===== src/rtl/tdc_cfg_defs.vh =====
// Register indices, field layouts and reset values of the converter clock configuration
`ifndef TDC_CFG_DEFS_VH
`define TDC_CFG_DEFS_VH

// ----------------------------------------------------------------
// Register indices
// ----------------------------------------------------------------
`define ADDR_REF_PREDIVIDE 8'h00
`define ADDR_FB_MOD_CTRL 8'h01
`define ADDR_FB_INTEGER 8'h02
`define ADDR_FB_FRAC_LO 8'h03
`define ADDR_FB_FRAC_HI 8'h04
`define ADDR_DAC_BASELINE 8'h05
`define ADDR_SYS_DIVIDE 8'h06

// ----------------------------------------------------------------
// Field positions
// ----------------------------------------------------------------
`define PREDIV_MSB 2
`define MOD_EN_BIT 7
`define MOD_ORDER_MSB 1
`define DAC_BASE_MSB 4
`define SYS_DIV_MSB 4

// ----------------------------------------------------------------
// Reset values
// ----------------------------------------------------------------
`define RST_PREDIV 3'h1
`define RST_MOD_EN 1'h1
`define RST_MOD_ORDER 2'h1
`define RST_FB_INTEGER 8'h23
`define RST_FB_FRAC 16'h2800
`define RST_DAC_BASE 5'h04
`define RST_SYS_DIV 5'h0c

// ----------------------------------------------------------------
// Encodings and fixed ratios
// ----------------------------------------------------------------
`define PREDIV_BYPASS 3'h0
`define PREDIV_MAX_CODE 3'h4
`define ORDER_INTEGER 2'h0
`define ORDER_FIRST 2'h1
`define ORDER_SECOND 2'h2
`define SYS_PRESCALE 8'h04

`endif


===== src/rtl/tdc_apll_and_sysclk_divider_cfg.v =====
// Converter reference, feedback modulator, DAC baseline and system clock divider
//
// Overview of operation
// - Pre-divide code 0..4 bypasses or divides 2-16
// - Reference select picks reference input or clock pin
// - Modulator enable chooses integer or modulated division
// - Order field: integer, first, second; 3 reserved
// - Feedback integer is 8-bit, resets to 0x23
// - Fraction is field over two to sixteenth
// - DAC input is baseline plus DAC modulation input
// - System clock is oscillator over 4 over integer
`timescale 1ns/1ps
`include "tdc_cfg_defs.vh"
module tdc_apll_and_sysclk_divider_cfg (
  // Clock and reset
  input wire i_clk,
  input wire i_rst_n,
  // Register access from the serial port engine
  input wire i_wr_en,
  input wire i_rd_en,
  input wire [7:0] i_addr,
  input wire [7:0] i_wdata,
  output reg [7:0] o_rdata,
  // Reference pins and selection
  input wire i_ref_in,
  input wire i_clkin,
  input wire i_apll_ref_sel,
  output reg o_ref_div_pulse,
  output reg o_ref_div_clk,
  // Feedback divider
  input wire i_fb_strobe,
  output reg [9:0] o_fb_divide,
  // DAC
  input wire [4:0] i_dac_modulation,
  output reg [5:0] o_dac_code,
  // System clock divider
  input wire i_osc_tick,
  output reg o_sys_tick,
  // Configuration view
  output reg o_fb_modulator_enable,
  output reg [1:0] o_fb_modulator_order
);

  // ----------------------------------------------------------------
  // Functions
  // ----------------------------------------------------------------
  // Codes above 4 are undefined; clamp to the deepest ratio
  function [7:0] predivide_ratio;
    input [2:0] code;
    begin
      case (code)
        3'h0: predivide_ratio = 8'h01;
        3'h1: predivide_ratio = 8'h02;
        3'h2: predivide_ratio = 8'h04;
        3'h3: predivide_ratio = 8'h08;
        default: predivide_ratio = 8'h10;
      endcase
    end
  endfunction

  function rising;
    input now;
    input prev;
    begin
      rising = now & ~prev;
    end
  endfunction

  // Oscillator edges per system tick; prescale is folded into the count
  function [7:0] sys_ratio;
    input [4:0] div;
    begin
      sys_ratio = `SYS_PRESCALE * {3'h0, div};
    end
  endfunction

  // ----------------------------------------------------------------
  // Configuration registers
  // ----------------------------------------------------------------
  reg [2:0] ref_predivide_r;
  reg fb_modulator_enable_r;
  reg [1:0] fb_modulator_order_r;
  reg [7:0] fb_divide_integer_r;
  reg [15:0] fb_divide_fraction_r;
  reg [4:0] dac_baseline_r;
  reg [4:0] sys_divide_r;
  reg [2:0] ref_predivide_nxt;
  reg fb_modulator_enable_nxt;
  reg [1:0] fb_modulator_order_nxt;
  reg [7:0] fb_divide_integer_nxt;
  reg [15:0] fb_divide_fraction_nxt;
  reg [4:0] dac_baseline_nxt;
  reg [4:0] sys_divide_nxt;
  reg [7:0] rdata_nxt;

  // ----------------------------------------------------------------
  // Write decode
  // ----------------------------------------------------------------
  // Out-of-range baseline and divide codes are stored as written
  always @* begin
    ref_predivide_nxt = ref_predivide_r;
    fb_modulator_enable_nxt = fb_modulator_enable_r;
    fb_modulator_order_nxt = fb_modulator_order_r;
    fb_divide_integer_nxt = fb_divide_integer_r;
    fb_divide_fraction_nxt = fb_divide_fraction_r;
    dac_baseline_nxt = dac_baseline_r;
    sys_divide_nxt = sys_divide_r;
    if (i_wr_en) begin
      case (i_addr)
        `ADDR_REF_PREDIVIDE: begin
          ref_predivide_nxt = i_wdata[`PREDIV_MSB:0];
        end
        `ADDR_FB_MOD_CTRL: begin
          fb_modulator_enable_nxt = i_wdata[`MOD_EN_BIT];
          fb_modulator_order_nxt = i_wdata[`MOD_ORDER_MSB:0];
        end
        `ADDR_FB_INTEGER: begin
          fb_divide_integer_nxt = i_wdata;
        end
        // Bytes land one at a time; a half-written fraction is live
        `ADDR_FB_FRAC_LO: begin
          fb_divide_fraction_nxt[7:0] = i_wdata;
        end
        `ADDR_FB_FRAC_HI: begin
          fb_divide_fraction_nxt[15:8] = i_wdata;
        end
        `ADDR_DAC_BASELINE: begin
          dac_baseline_nxt = i_wdata[`DAC_BASE_MSB:0];
        end
        `ADDR_SYS_DIVIDE: begin
          sys_divide_nxt = i_wdata[`SYS_DIV_MSB:0];
        end
        default: begin
        end
      endcase
    end
  end

  // ----------------------------------------------------------------
  // Register state
  // ----------------------------------------------------------------
  always @(posedge i_clk or negedge i_rst_n) begin
    if (!i_rst_n) begin
      ref_predivide_r <= `RST_PREDIV;
      fb_modulator_enable_r <= `RST_MOD_EN;
      fb_modulator_order_r <= `RST_MOD_ORDER;
      fb_divide_integer_r <= `RST_FB_INTEGER;
      fb_divide_fraction_r <= `RST_FB_FRAC;
      dac_baseline_r <= `RST_DAC_BASE;
      sys_divide_r <= `RST_SYS_DIV;
    end else begin
      ref_predivide_r <= ref_predivide_nxt;
      fb_modulator_enable_r <= fb_modulator_enable_nxt;
      fb_modulator_order_r <= fb_modulator_order_nxt;
      fb_divide_integer_r <= fb_divide_integer_nxt;
      fb_divide_fraction_r <= fb_divide_fraction_nxt;
      dac_baseline_r <= dac_baseline_nxt;
      sys_divide_r <= sys_divide_nxt;
    end
  end

  // ----------------------------------------------------------------
  // Read back
  // ----------------------------------------------------------------
  always @* begin
    case (i_addr)
      `ADDR_REF_PREDIVIDE: rdata_nxt = {5'h00, ref_predivide_r};
      `ADDR_FB_MOD_CTRL: rdata_nxt = {fb_modulator_enable_r, 5'h00, fb_modulator_order_r};
      `ADDR_FB_INTEGER: rdata_nxt = fb_divide_integer_r;
      `ADDR_FB_FRAC_LO: rdata_nxt = fb_divide_fraction_r[7:0];
      `ADDR_FB_FRAC_HI: rdata_nxt = fb_divide_fraction_r[15:8];
      `ADDR_DAC_BASELINE: rdata_nxt = {3'h0, dac_baseline_r};
      `ADDR_SYS_DIVIDE: rdata_nxt = {3'h0, sys_divide_r};
      default: rdata_nxt = 8'h00;
    endcase
  end

  // Read data holds between strobes so a slow port can fetch it
  always @(posedge i_clk or negedge i_rst_n) begin
    if (!i_rst_n) begin
      o_rdata <= 8'h00;
    end else if (i_rd_en) begin
      o_rdata <= rdata_nxt;
    end
  end

  // ----------------------------------------------------------------
  // Reference synchronisers and selection
  // ----------------------------------------------------------------
  reg [1:0] ref_sync_r;
  reg [1:0] clkin_sync_r;
  reg ref_prev_r;
  reg clkin_prev_r;
  reg osc_sync1_r;
  reg osc_sync2_r;
  reg osc_prev_r;
  reg sel_edge;
  wire ref_div_pulse;
  wire sys_pulse;
  wire [9:0] fb_divide;

  // Pin edges are only seen if the pin toggles slower than half i_clk
  always @(posedge i_clk or negedge i_rst_n) begin
    if (!i_rst_n) begin
      ref_sync_r <= 2'b00;
      clkin_sync_r <= 2'b00;
      ref_prev_r <= 1'b0;
      clkin_prev_r <= 1'b0;
      osc_sync1_r <= 1'b0;
      osc_sync2_r <= 1'b0;
      osc_prev_r <= 1'b0;
    end else begin
      ref_sync_r <= {ref_sync_r[0], i_ref_in};
      clkin_sync_r <= {clkin_sync_r[0], i_clkin};
      ref_prev_r <= ref_sync_r[1];
      clkin_prev_r <= clkin_sync_r[1];
      osc_sync1_r <= i_osc_tick;
      osc_sync2_r <= osc_sync1_r;
      osc_prev_r <= osc_sync2_r;
    end
  end

  // Select is a same-clock level; switching it may drop or add one edge
  always @* begin
    if (i_apll_ref_sel) begin
      sel_edge = rising(clkin_sync_r[1], clkin_prev_r);
    end else begin
      sel_edge = rising(ref_sync_r[1], ref_prev_r);
    end
  end

  // ----------------------------------------------------------------
  // Dividers and modulator
  // ----------------------------------------------------------------
  edge_divider u_ref_prediv (
    .i_clk(i_clk),
    .i_rst_n(i_rst_n),
    .i_bypass(ref_predivide_r == `PREDIV_BYPASS),
    .i_ratio(predivide_ratio(ref_predivide_r)),
    .i_pulse(sel_edge),
    .o_pulse(ref_div_pulse)
  );

  edge_divider u_sys_div (
    .i_clk(i_clk),
    .i_rst_n(i_rst_n),
    .i_bypass(1'b0),
    .i_ratio(sys_ratio(sys_divide_r)),
    .i_pulse(rising(osc_sync2_r, osc_prev_r)),
    .o_pulse(sys_pulse)
  );

  // Modulator advances only on feedback strobes
  fb_modulator u_fb_mod (
    .i_clk(i_clk),
    .i_rst_n(i_rst_n),
    .i_enable(fb_modulator_enable_r),
    .i_order(fb_modulator_order_r),
    .i_integer(fb_divide_integer_r),
    .i_fraction(fb_divide_fraction_r),
    .i_fb_strobe(i_fb_strobe),
    .o_divide(fb_divide)
  );

  // ----------------------------------------------------------------
  // Registered outputs
  // ----------------------------------------------------------------
  // Extra stage costs one cycle but keeps every output on a flop here
  always @(posedge i_clk or negedge i_rst_n) begin
    if (!i_rst_n) begin
      o_ref_div_pulse <= 1'b0;
      o_ref_div_clk <= 1'b0;
      o_sys_tick <= 1'b0;
    end else begin
      o_ref_div_pulse <= ref_div_pulse;
      if (ref_div_pulse) begin
        o_ref_div_clk <= ~o_ref_div_clk;
      end
      o_sys_tick <= sys_pulse;
    end
  end

  // ----------------------------------------------------------------
  // Feedback, DAC and configuration view
  // ----------------------------------------------------------------
  always @(posedge i_clk or negedge i_rst_n) begin
    if (!i_rst_n) begin
      o_fb_divide <= {2'b00, `RST_FB_INTEGER};
      o_dac_code <= 6'h00;
      o_fb_modulator_enable <= `RST_MOD_EN;
      o_fb_modulator_order <= `RST_MOD_ORDER;
    end else begin
      o_fb_divide <= fb_divide;
      // Reserved baseline codes are not blocked; sum still fits six bits
      o_dac_code <= {1'b0, dac_baseline_r} + {1'b0, i_dac_modulation};
      o_fb_modulator_enable <= fb_modulator_enable_r;
      o_fb_modulator_order <= fb_modulator_order_r;
    end
  end

endmodule // tdc_apll_and_sysclk_divider_cfg


===== src/rtl/edge_divider.v =====
// Counts input pulses and emits one pulse per programmed ratio
`timescale 1ns/1ps
module edge_divider (
  // Clock and reset
  input wire i_clk,
  input wire i_rst_n,
  // Control
  input wire i_bypass,
  input wire [7:0] i_ratio,
  // Pulses
  input wire i_pulse,
  output reg o_pulse
);

  reg [7:0] cnt_r;

  // Ratio change mid-count applies to the running count; if already passed, the next pulse fires and clears the count
  always @(posedge i_clk or negedge i_rst_n) begin
    if (!i_rst_n) begin
      cnt_r <= 8'h00;
      o_pulse <= 1'b0;
    end else begin
      o_pulse <= 1'b0;
      if (i_pulse) begin
        if (i_bypass || (cnt_r + 8'h01 >= i_ratio)) begin
          cnt_r <= 8'h00;
          o_pulse <= 1'b1;
        end else begin
          cnt_r <= cnt_r + 8'h01;
        end
      end
    end
  end

endmodule // edge_divider


===== src/rtl/fb_modulator.v =====
// Sigma-delta modulator producing the per-cycle feedback divide value
`timescale 1ns/1ps
`include "tdc_cfg_defs.vh"
module fb_modulator (
  // Clock and reset
  input wire i_clk,
  input wire i_rst_n,
  // Configuration
  input wire i_enable,
  input wire [1:0] i_order,
  input wire [7:0] i_integer,
  input wire [15:0] i_fraction,
  // Feedback cycle strobe and result
  input wire i_fb_strobe,
  output reg [9:0] o_divide
);

  reg [15:0] acc1_r;
  reg [15:0] acc2_r;
  reg carry2_prev_r;
  reg [16:0] sum1;
  reg [16:0] sum2;
  reg [9:0] div_nxt;

  always @* begin
    sum1 = {1'b0, acc1_r} + {1'b0, i_fraction};
    sum2 = {1'b0, acc2_r} + {1'b0, sum1[15:0]};
    div_nxt = {2'b00, i_integer};
    if (i_enable) begin
      case (i_order)
        `ORDER_FIRST: begin
          div_nxt = {2'b00, i_integer} + {9'h000, sum1[16]};
        end
        `ORDER_SECOND: begin
          // Second stage differentiated carry keeps the mean at int + frac
          div_nxt = {2'b00, i_integer} + {9'h000, sum1[16]} + {9'h000, sum2[16]}
            - {9'h000, carry2_prev_r};
        end
        default: begin
          div_nxt = {2'b00, i_integer};
        end
      endcase
    end
  end

  // Fraction over two to the sixteenth via 16-bit accumulator overflow
  always @(posedge i_clk or negedge i_rst_n) begin
    if (!i_rst_n) begin
      acc1_r <= 16'h0000;
      acc2_r <= 16'h0000;
      carry2_prev_r <= 1'b0;
      o_divide <= {2'b00, `RST_FB_INTEGER};
    end else if (i_fb_strobe) begin
      o_divide <= div_nxt;
      if (i_enable && (i_order == `ORDER_FIRST || i_order == `ORDER_SECOND)) begin
        acc1_r <= sum1[15:0];
        acc2_r <= (i_order == `ORDER_SECOND) ? sum2[15:0] : 16'h0000;
        carry2_prev_r <= (i_order == `ORDER_SECOND) ? sum2[16] : 1'b0;
      end else begin
        acc1_r <= 16'h0000;
        acc2_r <= 16'h0000;
        carry2_prev_r <= 1'b0;
      end
    end
  end

endmodule // fb_modulator


===== config.mk =====
export PLATFORM = sky130hd
export DESIGN_NAME = tdc_apll_and_sysclk_divider_cfg
export DESIGN_NICKNAME = d
export VERILOG_FILES = /design/src/rtl/tdc_apll_and_sysclk_divider_cfg.v /design/src/rtl/edge_divider.v /design/src/rtl/fb_modulator.v
export VERILOG_INCLUDE_DIRS = /design/src /design/src/rtl
export SDC_FILE = /design/constraint.sdc
export NUM_CORES = 1
export LEC_CHECK = 0
export BUFFER_PORTS_ARGS = -buffer_cell sky130_fd_sc_hd__buf_2
export CAP_MARGIN = 20
export CORE_MARGIN = 4
export CORE_UTILIZATION = 50
export CTS_BUF_LIST = sky130_fd_sc_hd__clkbuf_8
export DETAILED_ROUTE_END_ITERATION = 8
export GPL_ROUTABILITY_DRIVEN = 0
export PLACE_DENSITY = 0.71
export SYNTH_ARGS = -nofsm -noshare
export SYNTH_HDL_FRONTEND = slang
export SYNTH_SLANG_ARGS = --single-unit

===== constraint.sdc =====
create_clock -name i_clk -period 5.9 [get_ports i_clk]
set_input_delay 0.885 -clock i_clk [delete_from_list [all_inputs] [get_ports i_clk]]
set_output_delay 0.885 -clock i_clk [all_outputs]
set_load 0.005 [all_outputs]

==> results of run 1 <==
## placed cells by master, fill, tap and decap left out, drive strengths merged, types with 6 or more instances in the layout
master,netlist,routed
buf,9,63
nand2b,12,12
nor3,16,16
a31o,6,6
nand3,24,24
nand2,60,60
dfrtp,121,121
dfstp,19,19
nor2,42,42
ha,64,64
mux2i,7,7
xnor2,25,25
mux2,40,40
o21a,6,6
o21ai,45,45
a211oi,6,6
a22oi,6,6
xor2,18,18
a21o,14,14
a21oi,41,41
o2bb2ai,7,7
o22ai,12,12
clkbuf,23,19
inv,54,58
nor2b,17,17
a22o,21,21
o211ai,9,9
## cell usage after synthesis, types with 3 or more instances
cell         n
fa_1         4
o41ai_1      3
o21a_1       6
o22ai_1     12
a31oi_1      5
nor3_1      14
a221oi_1     4
o21ai_0     44
o2bb2ai_1    7
and2_1       5
mux2i_1      7
a22oi_1      6
nand4_1      5
a21oi_1     41
nand2_1     59
a21o_1      14
ha_1        64
nand2b_1    12
and3_1       4
xor2_1      18
a211o_1      4
a22o_1      21
nor2_1      41
xnor2_1     25
or3_1        3
inv_1       54
a31o_2       6
nand3_1     24
buf_2        5
dfstp_2     19
buf_1        4
o211ai_1     9
dfrtp_1    121
mux2_2      40
o21bai_1     5
a211oi_1     6
clkbuf_1    23
a21boi_0     3
a32o_1       3
nor3b_1      4
nor2b_1     17
## metal layers
layer	GRT usage (%)	vias up	part of all wire, %
met3	3.072	22	3.5
li1	-	3057	-
met5	0	-	0
met1	28.31	3027	47
met2	33.79	125	48
met4	6.943	0	1.6
## metrics by stage
step	setup slack, ns	total power, mW	utilization (%)	instance area, sq um
2_1_floorplan	1.276	1.258	-	8223
3_3_place_gp	0.8911	1.356	54.36	8698
3_5_place_dp	0.7030	1.360	54.36	8698
4_1_cts	0.6867	2.221	57.09	9135
5_1_grt	0.2574	2.297	57.09	9135
6_report	0.7023	2.203	57.09	9135
## report_power, final
group / internal [mW] / leakage, nW / switching [mW]
sequential: 1.01 / 1.82 / 0.0426
clock: 0.480 / 0.230 / 0.382
combinational: 0.123 / 2.36 / 0.162
total: 1.62 / 4.41 / 0.587
## layout make-up
type                       count  area share, %
tap                          216          2.958
clock inverter                13          1.918
timing repair buffer          63          3.630
multi-input combinational    585          47.80
inverter                      54          2.219
sequential                   140          38.61
clock buffer                  19          2.863
## registers in the layout, summed over array words and instances (netlist names), 5 cells and up
signal / cells
fb_divide_fraction_r: 16
u_fb_mod.acc1_r: 16
u_fb_mod.acc2_r: 16
o_fb_divide: 10
u_fb_mod.o_divide: 10
fb_divide_integer_r: 8
o_rdata: 8
u_ref_prediv.cnt_r: 8
u_sys_div.cnt_r: 8
o_dac_code: 6
dac_baseline_r: 5
sys_divide_r: 5
## worst min path at each step
stage / startpoint / to / slack, ns / cells after the start
2_1_floorplan: clkin_sync_r[0] / clkin_sync_r[1] / 0.33 / 0
3_3_place_gp: ref_sync_r[0] / ref_sync_r[1] / 0.33 / 0
3_5_place_dp: u_sys_div.o_pulse / o_sys_tick / 0.34 / 0
4_1_cts: clkin_sync_r[0] / clkin_sync_r[1] / 0.36 / 0
5_1_grt: clkin_sync_r[0] / clkin_sync_r[1] / 0.36 / 0
6_report: u_sys_div.o_pulse / o_sys_tick / 0.35 / 0
## cells by family (layout without fill, tap and decap cells)
family / count (synthesis) / count (layout)
xor+xnor: 43 / 43
buf+inv: 86 / 149
mux: 48 / 48
flops: 140 / 140
fa+ha+maj: 68 / 68
compound gates: 222 / 222
simple gates: 204 / 204
==> results.md, run 1 <==
- Final period utilization: approximately nine tenths
- Setup violators final: 0
- Cts hold-fix bufs: 0
- Row Count: 46
- FF-to-FF path depth: 24
- Vias in the first global route: about 6,100
- Worst-skew pair later-pin latency: between 0.4 and 0.5 ns
- Worst setup SP type: flop
- Crit path from: fb_divide_fraction_r[0]
- Final HPWL DP: between 10 and 15 mm
- Drt initial violations: between 400 and 500
- Main combinational cell family by area after synthesis: compound AO/OA/AOI/OAI gates
- Lkg Pwr: about 4.4 nW
- Gr ovfl total: 0
- Critical R2R Capture: u_fb_mod.o_divide[8]
- R2R setup slack: 0.70 ns
- Final min period: roughly 5.2 ns
- Core Box Area: approximately 16,000 sq um
- Synth area leaders: dfrtp_1 37%, ha_1 9.7%, dfstp_2 6.1%
- Post-CTS Resized: 0
- Drt total wl: around 19 mm
- Via/cell ratio: 5.717
- Async S/R FF share, synth: 100.0%
- Synthesized area: 8223 sq um
- Vias after detailed routing: slightly above 6,000
- Worst r2r src: fb_divide_fraction_r[0]
- Worst Tran Pin Value: 0.8562 ns
- Syn Nets: 909
- Die Ht: between 100 and 150 um
- Dpl cells: around 1,100
- CTS tree: yes
- Worst path max stage delay: approximately 0.48 ns
- Cells after Synth: 811
- Clock root buffer: clkbuf_8
- Pwr Density: between 200 and 250 nW/um^2
- CP Capture Point: u_fb_mod.o_divide[8]
- Ant diodes: 0
- Fmax achieved: around 190 MHz
- CP Capture Type: flop
- Synth Register Bits: 140
- Main synth FF type: dfrtp_1
- Layout cell share with drive strength beyond 1: 19.34%
- Drt pass-1 iters: 5
- Slew headroom: a little over two fifths
- # Post-CTS Setup Buffers: 0
- Crit path cell chain: ha_1 > inv_1 > fa_1 > nand2b_1 > nand2b_1 > a21oi_1 > xnor2_1 > ha_1 > o211ai_1 > a21oi_1 > nor2_1 > o311ai_2 > o221ai_1 > ha_1 > inv_1 > ha_1 > inv_1 > fa_1 > nor2b_1 > o31a_1 > o41ai_1 > o221ai_1 > a41oi_1 > o2bb2ai_1
- Hold slack: between 0.3 and 0.4 ns
- Critical path depth: 24
- Worst Path Required: 6.23 ns
- Clock transition at path regs: 0.08 ns
- Maximum buffer depth of the clock tree: 2
- Multi-input logic area: approximately 4400 sq um
- Unrepaired setup endpoints after global routing: false
- Worst Setup Path Type: flop to flop
- Distinct cells, synth: between 70 and 80
- DRC: 0
- Buffers on Ports: 59
- Pin count of the biggest net entering global routing: slightly below 80
- Hold Vio Cnt, Final: 0
- Max_cap viols: 0
- Worst EP arrival: ~5.5 ns
- Non-filler cells, final: roughly 1,100
- Post-Synth XOR/XNOR Area: approximately 4.6%
- # IOs: 60
- Synth area leader: dfrtp_1
- Antenna-violating nets left: 0
- Synth Area in Adders: between 10% and 20%
- Critical path buffers and inverters: 3
- CTS buffer count: 17
- Seq/Total Area, Yosys: 42.89%
- Worst path top cell family by delay: compound AO/OA/AOI/OAI gates
- CP most frequent cell: ha_1
- Wirelength per Cell: 17.08 um
- First-pass GRT wire length: roughly 30 mm
- Die X: 136.2 um
- Initial Util: roughly half
- CP max stage cell: o311ai_2
- Status: finished clean
- Crit Path Max Fanout: 5
- Gr usage total: around a fifth
- DIE AREA: 18,560 sq um
- Final setup TNS: 0 ns
- Simple-Gate Fraction of Synth Area: between 10% and 20%
- Worst Hold Class: flop to flop
- Compound-Gate Fraction of Synth Area: 18.72%
- Slew Viols, Final: 0
- Clock Sinks: 140
- Initial antenna violation count: 0
- EDFF count, synth: 0
- Multiplexer area fraction after synthesis: 6.604%
- Worst vdd ir: approximately 0.15 mV
- CTS H-tree depth: 4
- Yosys top cell area share: 36.82%
- FF/Latch Area: ~3500 sq um
- Filler cells: 1,405
- Synthesis Warnings: 0
- Mapped Avg Cell Area: between 10 and 15 sq um
- # nets final: roughly 960
- Clock Skew: approximately 0.015 ns
- Area delta synth->final: 11.09%
No activity file was read; power rests on OpenSTA's default activity.
==> inputs of run 2 (changes only) <==
--- a/config.mk
+++ b/config.mk
@@ -10,7 +10,7 @@
 export CAP_MARGIN = 20
 export CORE_MARGIN = 4
 export CORE_UTILIZATION = 50
-export CTS_BUF_LIST = sky130_fd_sc_hd__clkbuf_8
+export CTS_BUF_LIST = sky130_fd_sc_hd__clkbuf_16
 export DETAILED_ROUTE_END_ITERATION = 8
 export GPL_ROUTABILITY_DRIVEN = 0
 export PLACE_DENSITY = 0.71
==> run 2 against run 1 <==
  * Clock skew shrank 0.0053 ns
  * Combinational power grew 2%
  * Cell count is the same
  * Sequential share of layout area shrank 0.71 points
  * First-iteration DRC count grew 2.7%
  * Utilization grew 1.1 points
  * Sequential power is essentially flat
  * Worst setup slack lost 0.050 ns
  * Global-route usage grew 0.48 points
  * Hold slack lost 0.0044 ns
  * Critical endpoint unchanged
==> results.md, run 2 (synthesis results as in run 1) <==
- Status: finished clean
- Unrepaired setup endpoints after global routing: false
- Clock transition at path regs: 0.05 ns (-0.03 ns)
- FF-to-FF path depth: 24 (unchanged)
- # IOs: 60 (unchanged)
- Ant diodes: 0 (unchanged)
- Post-DP Area: 8698 sq um (unchanged)
- Gr ovfl total: 0 (unchanged)
- Hold slack: 0.3483 ns (-0.004427 ns)
- Worst vdd ir: 0.2284 mV (+55%)
- Clock root buffer: clkbuf_16
- Die X: 136.2 um (unchanged)
- Most frequent cells in the layout: 121 x dfrtp_1, 64 x ha_1, 59 x nand2_1
- Pre-CTS setup slack: 0.7030 ns (unchanged)
- Vias after detailed routing: 6,302 (+1.1%)
- Final setup TNS: 0 ns (unchanged)
- Initial antenna violation count: 0 (unchanged)
- Worst setup SP type: flop
- Drt total wl: 19.12 mm (+2.7%)
- Fmax achieved: 190.5 MHz (-0.96%)
- DRC: 0 (unchanged)
- Area delta synth->final: 13.18%
- Pwr Total: 2.462 mW (+12%)
- Wirelength per Cell: 17.54 um (+2.7%)
- Worst EP arrival: 5.54 ns (about the same)
- # Post-CTS Setup Buffers: 0 (unchanged)
- DIE AREA: 18,560 sq um (unchanged)
- Hold Vio Cnt, Final: 0 (unchanged)
- Worst-skew pair later-pin latency: 0.42 ns (-0.04 ns)
- CP Capture Point: u_fb_mod.o_divide[8]
- Fin util: 58.16% (+1.1 points)
- # nets final: 959 (unchanged)
- Clock Sinks: 140 (unchanged)
- Die Ht: 136.2 um (unchanged)
- Via/cell ratio: 5.782 (+1.1%)
- Clock Skew: 0.009879 ns (-0.005323 ns)
- Drt initial violations: 452 (+2.7%)
- Maximum buffer depth of the clock tree: 2 (unchanged)
- Core Box Area: 16,000 sq um (unchanged)
- CTS H-tree depth: 4 (unchanged)
- Worst Setup Path Type: flop to flop
- Top Registers: fb_divide_fraction_r: 16 flops, u_fb_mod.acc1_r: 16 flops, u_fb_mod.acc2_r: 16 flops
- Worst r2r src: fb_divide_fraction_r[0]
- Row Count: 46 (unchanged)
- Final min period: 5.248 ns (+0.05040 ns)
- Worst Hold Class: flop to flop
- Vias in the first global route: 6,179 (+2.1%)
- CP Capture Type: flop
- Worst Tran Pin Value: 0.8515 ns (-0.004666 ns)
- Most common cell after layout, fill and taps aside: dfrtp_1
- First-pass GRT wire length: 31.01 mm (+2.1%)
- Drt pass-1 iters: 6 (+1)
- Pwr Density: 264.6 nW/um^2 (+9.7%)
- Design area: 9306 sq um (+1.9%)
- Initial Util: 51.39% (unchanged)
- Crit Path Max Fanout: 5 (unchanged)
- CTS tree: yes
- Slew headroom: 42.97% (+0.31 points)
- Buffers on Ports: 59 (unchanged)
- Critical R2R Capture: u_fb_mod.o_divide[8]
- Setup violators final: 0 (unchanged)
- Final period utilization: 88.95% (+0.85 points)
- Antenna-violating nets left: 0 (unchanged)
- R2R setup slack: 0.65 ns (-0.05 ns)
- Layout cell share with drive strength beyond 1: 19.11% (-0.23 points)
- Lkg Pwr: 4.485 nW (+1.7%)
- CTS buffer count: 17 (unchanged)
- Final HPWL DP: 13.31 mm (unchanged)
- Pin count of the biggest net entering global routing: 79 (unchanged)
- Crit path from: fb_divide_fraction_r[0]
- Dpl cells: 1,058 (unchanged)
- Setup ws final: 0.6519 ns (-0.05040 ns)
- Cts hold-fix bufs: 0 (unchanged)
- Gr usage total: 21.17% (+0.48 points)
- Slew Viols, Final: 0 (unchanged)
- Max_cap viols: 0 (unchanged)
- Non-filler cells, final: 1,090 (unchanged)
- Worst Path Required: 6.20 ns (-0.03 ns)
- Post-CTS Resized: 0 (unchanged)
run 2: changes by cell type in the layout (fill, tap and decap cells not counted), sizes merged:
| cell | before | now |
|---|---|---|
| clkinv | 4 | 6 |
| clkbuf | 19 | 17 |
run 2: metal layers:
| metal | GRT usage, % | routed length (um) |
|---|---|---|
| met4 | 5.711 | 252 |
| met2 | 34.98 | 9311 |
| met3 | 4.478 | 782 |
| met1 | 28.36 | 8771 |
| met5 | 0 | 0 |
run 2: where the power goes:
group | total [mW] | switching [mW] | internal, mW
clock | 1.11 | 0.412 | 0.700
sequential | 1.06 | 0.0437 | 1.01
combinational | 0.291 | 0.167 | 0.124
run 2: area by class of cell:
| type | instances | area [sq um] |
|---|---|---|
| Fill cell | 1374 | 6694 |
| Sequential cell | 140 | 3527 |
| Clock buffer | 17 | 425.4 |
| Multi-Input combinational cell | 585 | 4367 |
| Tap cell | 216 | 270.3 |
| Clock inverter | 15 | 182.7 |
| Inverter | 54 | 202.7 |
| Timing Repair Buffer | 63 | 331.6 |
run 2: worst min-delay path by stage:
stage                       from  slack (ns)  depth (start not counted)         endpoint
2_1_floorplan    clkin_sync_r[0]        0.33                          0  clkin_sync_r[1]
3_3_place_gp       ref_sync_r[0]        0.33                          0    ref_sync_r[1]
3_5_place_dp   u_sys_div.o_pulse        0.34                          0       o_sys_tick
4_1_cts          clkin_sync_r[0]        0.35                          0  clkin_sync_r[1]
5_1_grt          clkin_sync_r[0]        0.35                          0  clkin_sync_r[1]
6_report         clkin_sync_r[0]        0.35                          0  clkin_sync_r[1]
run 2: worst max-delay path, cell delays in order, from the launching register on:
cell	delay, ns
dfrtp_1	0.37
ha_1	0.20
inv_1	0.06
fa_1	0.39
nand2b_1	0.18
nand2b_1	0.08
a21oi_1	0.08
xnor2_1	0.16
ha_1	0.39
o211ai_1	0.12
a21oi_1	0.25
nor2_1	0.12
o311ai_2	0.49
o221ai_1	0.26
ha_1	0.32
inv_1	0.04
ha_1	0.21
inv_1	0.07
fa_1	0.20
nor2b_1	0.06
o31a_1	0.28
o41ai_1	0.35
o221ai_1	0.18
a41oi_1	0.18
o2bb2ai_1	0.07
==> inputs of run 3 (changes only) <==
--- a/config.mk
+++ b/config.mk
@@ -9,11 +9,11 @@
 export BUFFER_PORTS_ARGS = -buffer_cell sky130_fd_sc_hd__buf_2
 export CAP_MARGIN = 20
 export CORE_MARGIN = 4
-export CORE_UTILIZATION = 50
+export CORE_UTILIZATION = 40
 export CTS_BUF_LIST = sky130_fd_sc_hd__clkbuf_16
 export DETAILED_ROUTE_END_ITERATION = 8
 export GPL_ROUTABILITY_DRIVEN = 0
-export PLACE_DENSITY = 0.71
+export PLACE_DENSITY = 0.6
 export SYNTH_ARGS = -nofsm -noshare
 export SYNTH_HDL_FRONTEND = slang
 export SYNTH_SLANG_ARGS = --single-unit
==> run 3 against run 2 <==
  * Routed wire length is 0.26% higher
  * Maximum frequency rose by 0.19%
  * Sequential power is essentially flat
  * Critical path depth shrank 1
  * Cell count grew 4.9%
  * Combinational power fell by 1%
  * Clock power decreased by 5%
  * Sequential cell count did not move
  * Largest cell class unchanged
  * Highest routed layer unchanged
==> results.md, run 3 (synthesis results as in run 1) <==
- Vias after detailed routing: 6,189 (-1.8%)
- Worst EP arrival: 5.54 ns (about the same)
- Fmax achieved: 190.9 MHz (+0.19%)
- Sw Ratio: 26.66% (+1.4 points)
- Vias in the first global route: 6,124 (-0.89%)
- Buffers on Ports: 59 (unchanged)
- Most common cell after layout, fill and taps aside: dfrtp_1
- Final period utilization: 88.78% (-0.17 points)
- Via/cell ratio: 5.415 (-6.3%)
- Drt total wl: 19.17 mm (+0.26%)
- Multi-input logic area: 4367 sq um (unchanged)
- Pin count of the biggest net entering global routing: 96 (+22%)
- Row Count: 52 (+13%)
- Lkg Pwr: 4.456 nW (-0.65%)
- CTS buffer count: 17 (unchanged)
- Layout cell share with drive strength beyond 1: 19.47% (+0.37 points)
- Die X: 151.4 um (+11%)
- Final min period: 5.238 ns (-0.009968 ns)
- Max_cap viols: 0 (unchanged)
- Cts hold-fix bufs: 0 (unchanged)
- Clock Skew: 0.007753 ns (-0.002126 ns)
- Wirelength per Cell: 16.77 um (-4.4%)
- Setup violators final: 0 (unchanged)
- Unrepaired setup endpoints after global routing: false
- # IOs: 60 (unchanged)
- Worst setup SP type: flop
- Ant diodes: 0 (unchanged)
- Worst Hold Class: flop to flop
- First-pass GRT wire length: 31.44 mm (+1.4%)
- FF/Latch Area: 3527 sq um (unchanged)
- # nets final: 959 (unchanged)
- CTS tree: yes
- Filler cells: 1,912 (+39%)
- Worst Path Required: 6.20 ns (about the same)
- Worst vdd ir: 0.1448 mV (-37%)
- Clock transition at path regs: 0.06 ns (about the same)
- Drt initial violations: 337 (-25%)
- Hold Vio Cnt, Final: 0 (unchanged)
- DRC: 0 (unchanged)
- Worst Setup Path Type: flop to flop
- Clock root buffer: clkbuf_16
- Area delta synth->final: 13.59%
- Slew Viols, Final: 0 (unchanged)
- DIE AREA: 22,910 sq um (+23%)
- # Post-CTS Setup Buffers: 0 (unchanged)
- Final HPWL DP: 13.90 mm (+4.5%)
- Most frequent cells in the layout: 121 x dfrtp_1, 64 x ha_1, 59 x nand2_1
- Gr usage total: 17.29% (-3.9 points)
- Hold slack: 0.3471 ns (-0.001175 ns)
- Status: finished clean
- Net load switching power: 0.6394 mW (+2.6%)
- Initial Util: 40.64% (-11 points)
- Initial antenna violation count: 0 (unchanged)
- Final setup TNS: 0 ns (unchanged)
- Pwr Density: 256.8 nW/um^2 (-2.9%)
- Top Registers: fb_divide_fraction_r: 16 flops, u_fb_mod.acc1_r: 16 flops, u_fb_mod.acc2_r: 16 flops
- Worst-skew pair later-pin latency: 0.42 ns (about the same)
- Maximum buffer depth of the clock tree: 2 (unchanged)
- Gr ovfl total: 0 (unchanged)
- Die Ht: 151.4 um (+11%)
- CTS H-tree depth: 4 (unchanged)
- Clock Sinks: 140 (unchanged)
- CP Capture Type: flop
- Seq pwr share: 44.1% (+1.1 points)
- Logic gate share of total power: 11.9% (about the same)
- Drt pass-1 iters: 5 (-1)
- Antenna-violating nets left: 0 (unchanged)
- Crit Path Max Fanout: 8 (+3)
- Clock Power Share: 43.9% (-1.3 points)
- Post-CTS Resized: 0 (unchanged)
- Internal power: 1.759 mW (-4.4%)
- Core Box Area: 20,230 sq um (+26%)
- Slew headroom: 40.58% (-2.4 points)
- Worst Tran Pin Value: 0.8871 ns (+0.03558 ns)
## run 3: cell types whose count changed in the layout (fill, tap and decap cells not counted)
cell	before	now
inv_1	57	55
inv_6	1	2
clkinvlp_4	1	3
bufinv_16	4	2
clkinv_1	2	0
clkinv_4	2	4
## run 3: through the flow
stage	total power [mW]	setup WS (ns)	instance area (sq um)	cells	util (%)
after floorplan	1.258	1.276	8223	811	-
after global placement	1.361	0.8657	8766	1112	43.32
after detailed placement	1.365	0.6969	8766	1112	43.32
after CTS	2.433	0.6833	9340	1143	46.16
after global routing	2.518	0.3411	9340	1143	46.16
final	2.398	0.6618	9340	1143	46.16
## run 3: final cells by class
type	count	share of cell area, %
multi-input combinational	585	46.75
clock buffer	17	4.555
sequential	140	37.76
inverter	54	2.170
clock inverter	14	1.594
tap	270	3.617
timing repair buffer	63	3.550
## run 3: worst paths after layout
check,start,endpoint,slack (ns),cells after the start
worst max-delay path,fb_divide_fraction_r[0],u_fb_mod.o_divide[8],0.66,23
worst min-delay path,osc_sync1_r,osc_sync2_r,0.35,0
worst max register to register,fb_divide_fraction_r[0],u_fb_mod.o_divide[8],0.66,23
worst min register to register,osc_sync1_r,osc_sync2_r,0.35,0
max in group asynchronous,i_rst_n,u_sys_div.cnt_r[0],4.20,2
min in group asynchronous,i_rst_n,u_fb_mod.carry2_prev_r,0.58,1
## run 3: power groups by stage
| stage | clock (mW) | sequential [mW] | combinational, mW |
|---|---|---|---|
| 2_1_floorplan | 0 | 1.06 | 0.195 |
| 6_report | 1.05 | 1.06 | 0.287 |
| 3_3_place_gp | 0 | 1.07 | 0.287 |
| 4_1_cts | 1.08 | 1.06 | 0.291 |
| 5_1_grt | 1.13 | 1.07 | 0.326 |
| 3_5_place_dp | 0 | 1.07 | 0.290 |
## run 3: layer usage
metal  vias up  global-route usage [%]  routed length, um
met5         -                       0                  0
met4         0                   5.213                226
met3        14                   3.710                656
met2        94                   27.21               9173
met1      3037                   23.94               9112
li1       3044                       -                  -
## run 3: worst max-delay path, cell delays in order (launching register included)
cell       delay, ns
dfrtp_1         0.38
ha_1            0.22
inv_1           0.07
fa_1            0.39
nand2b_1        0.18
a21oi_1         0.18
nor2b_1         0.09
xnor2_1         0.15
ha_1            0.44
o21a_1          0.16
o211ai_1        0.11
o311ai_2        0.47
o221ai_1        0.25
ha_1            0.32
inv_1           0.04
ha_1            0.22
inv_1           0.07
fa_1            0.20
nor2b_1         0.07
o31a_1          0.28
o41ai_1         0.36
o221ai_1        0.19
a41oi_1         0.19
o2bb2ai_1       0.07
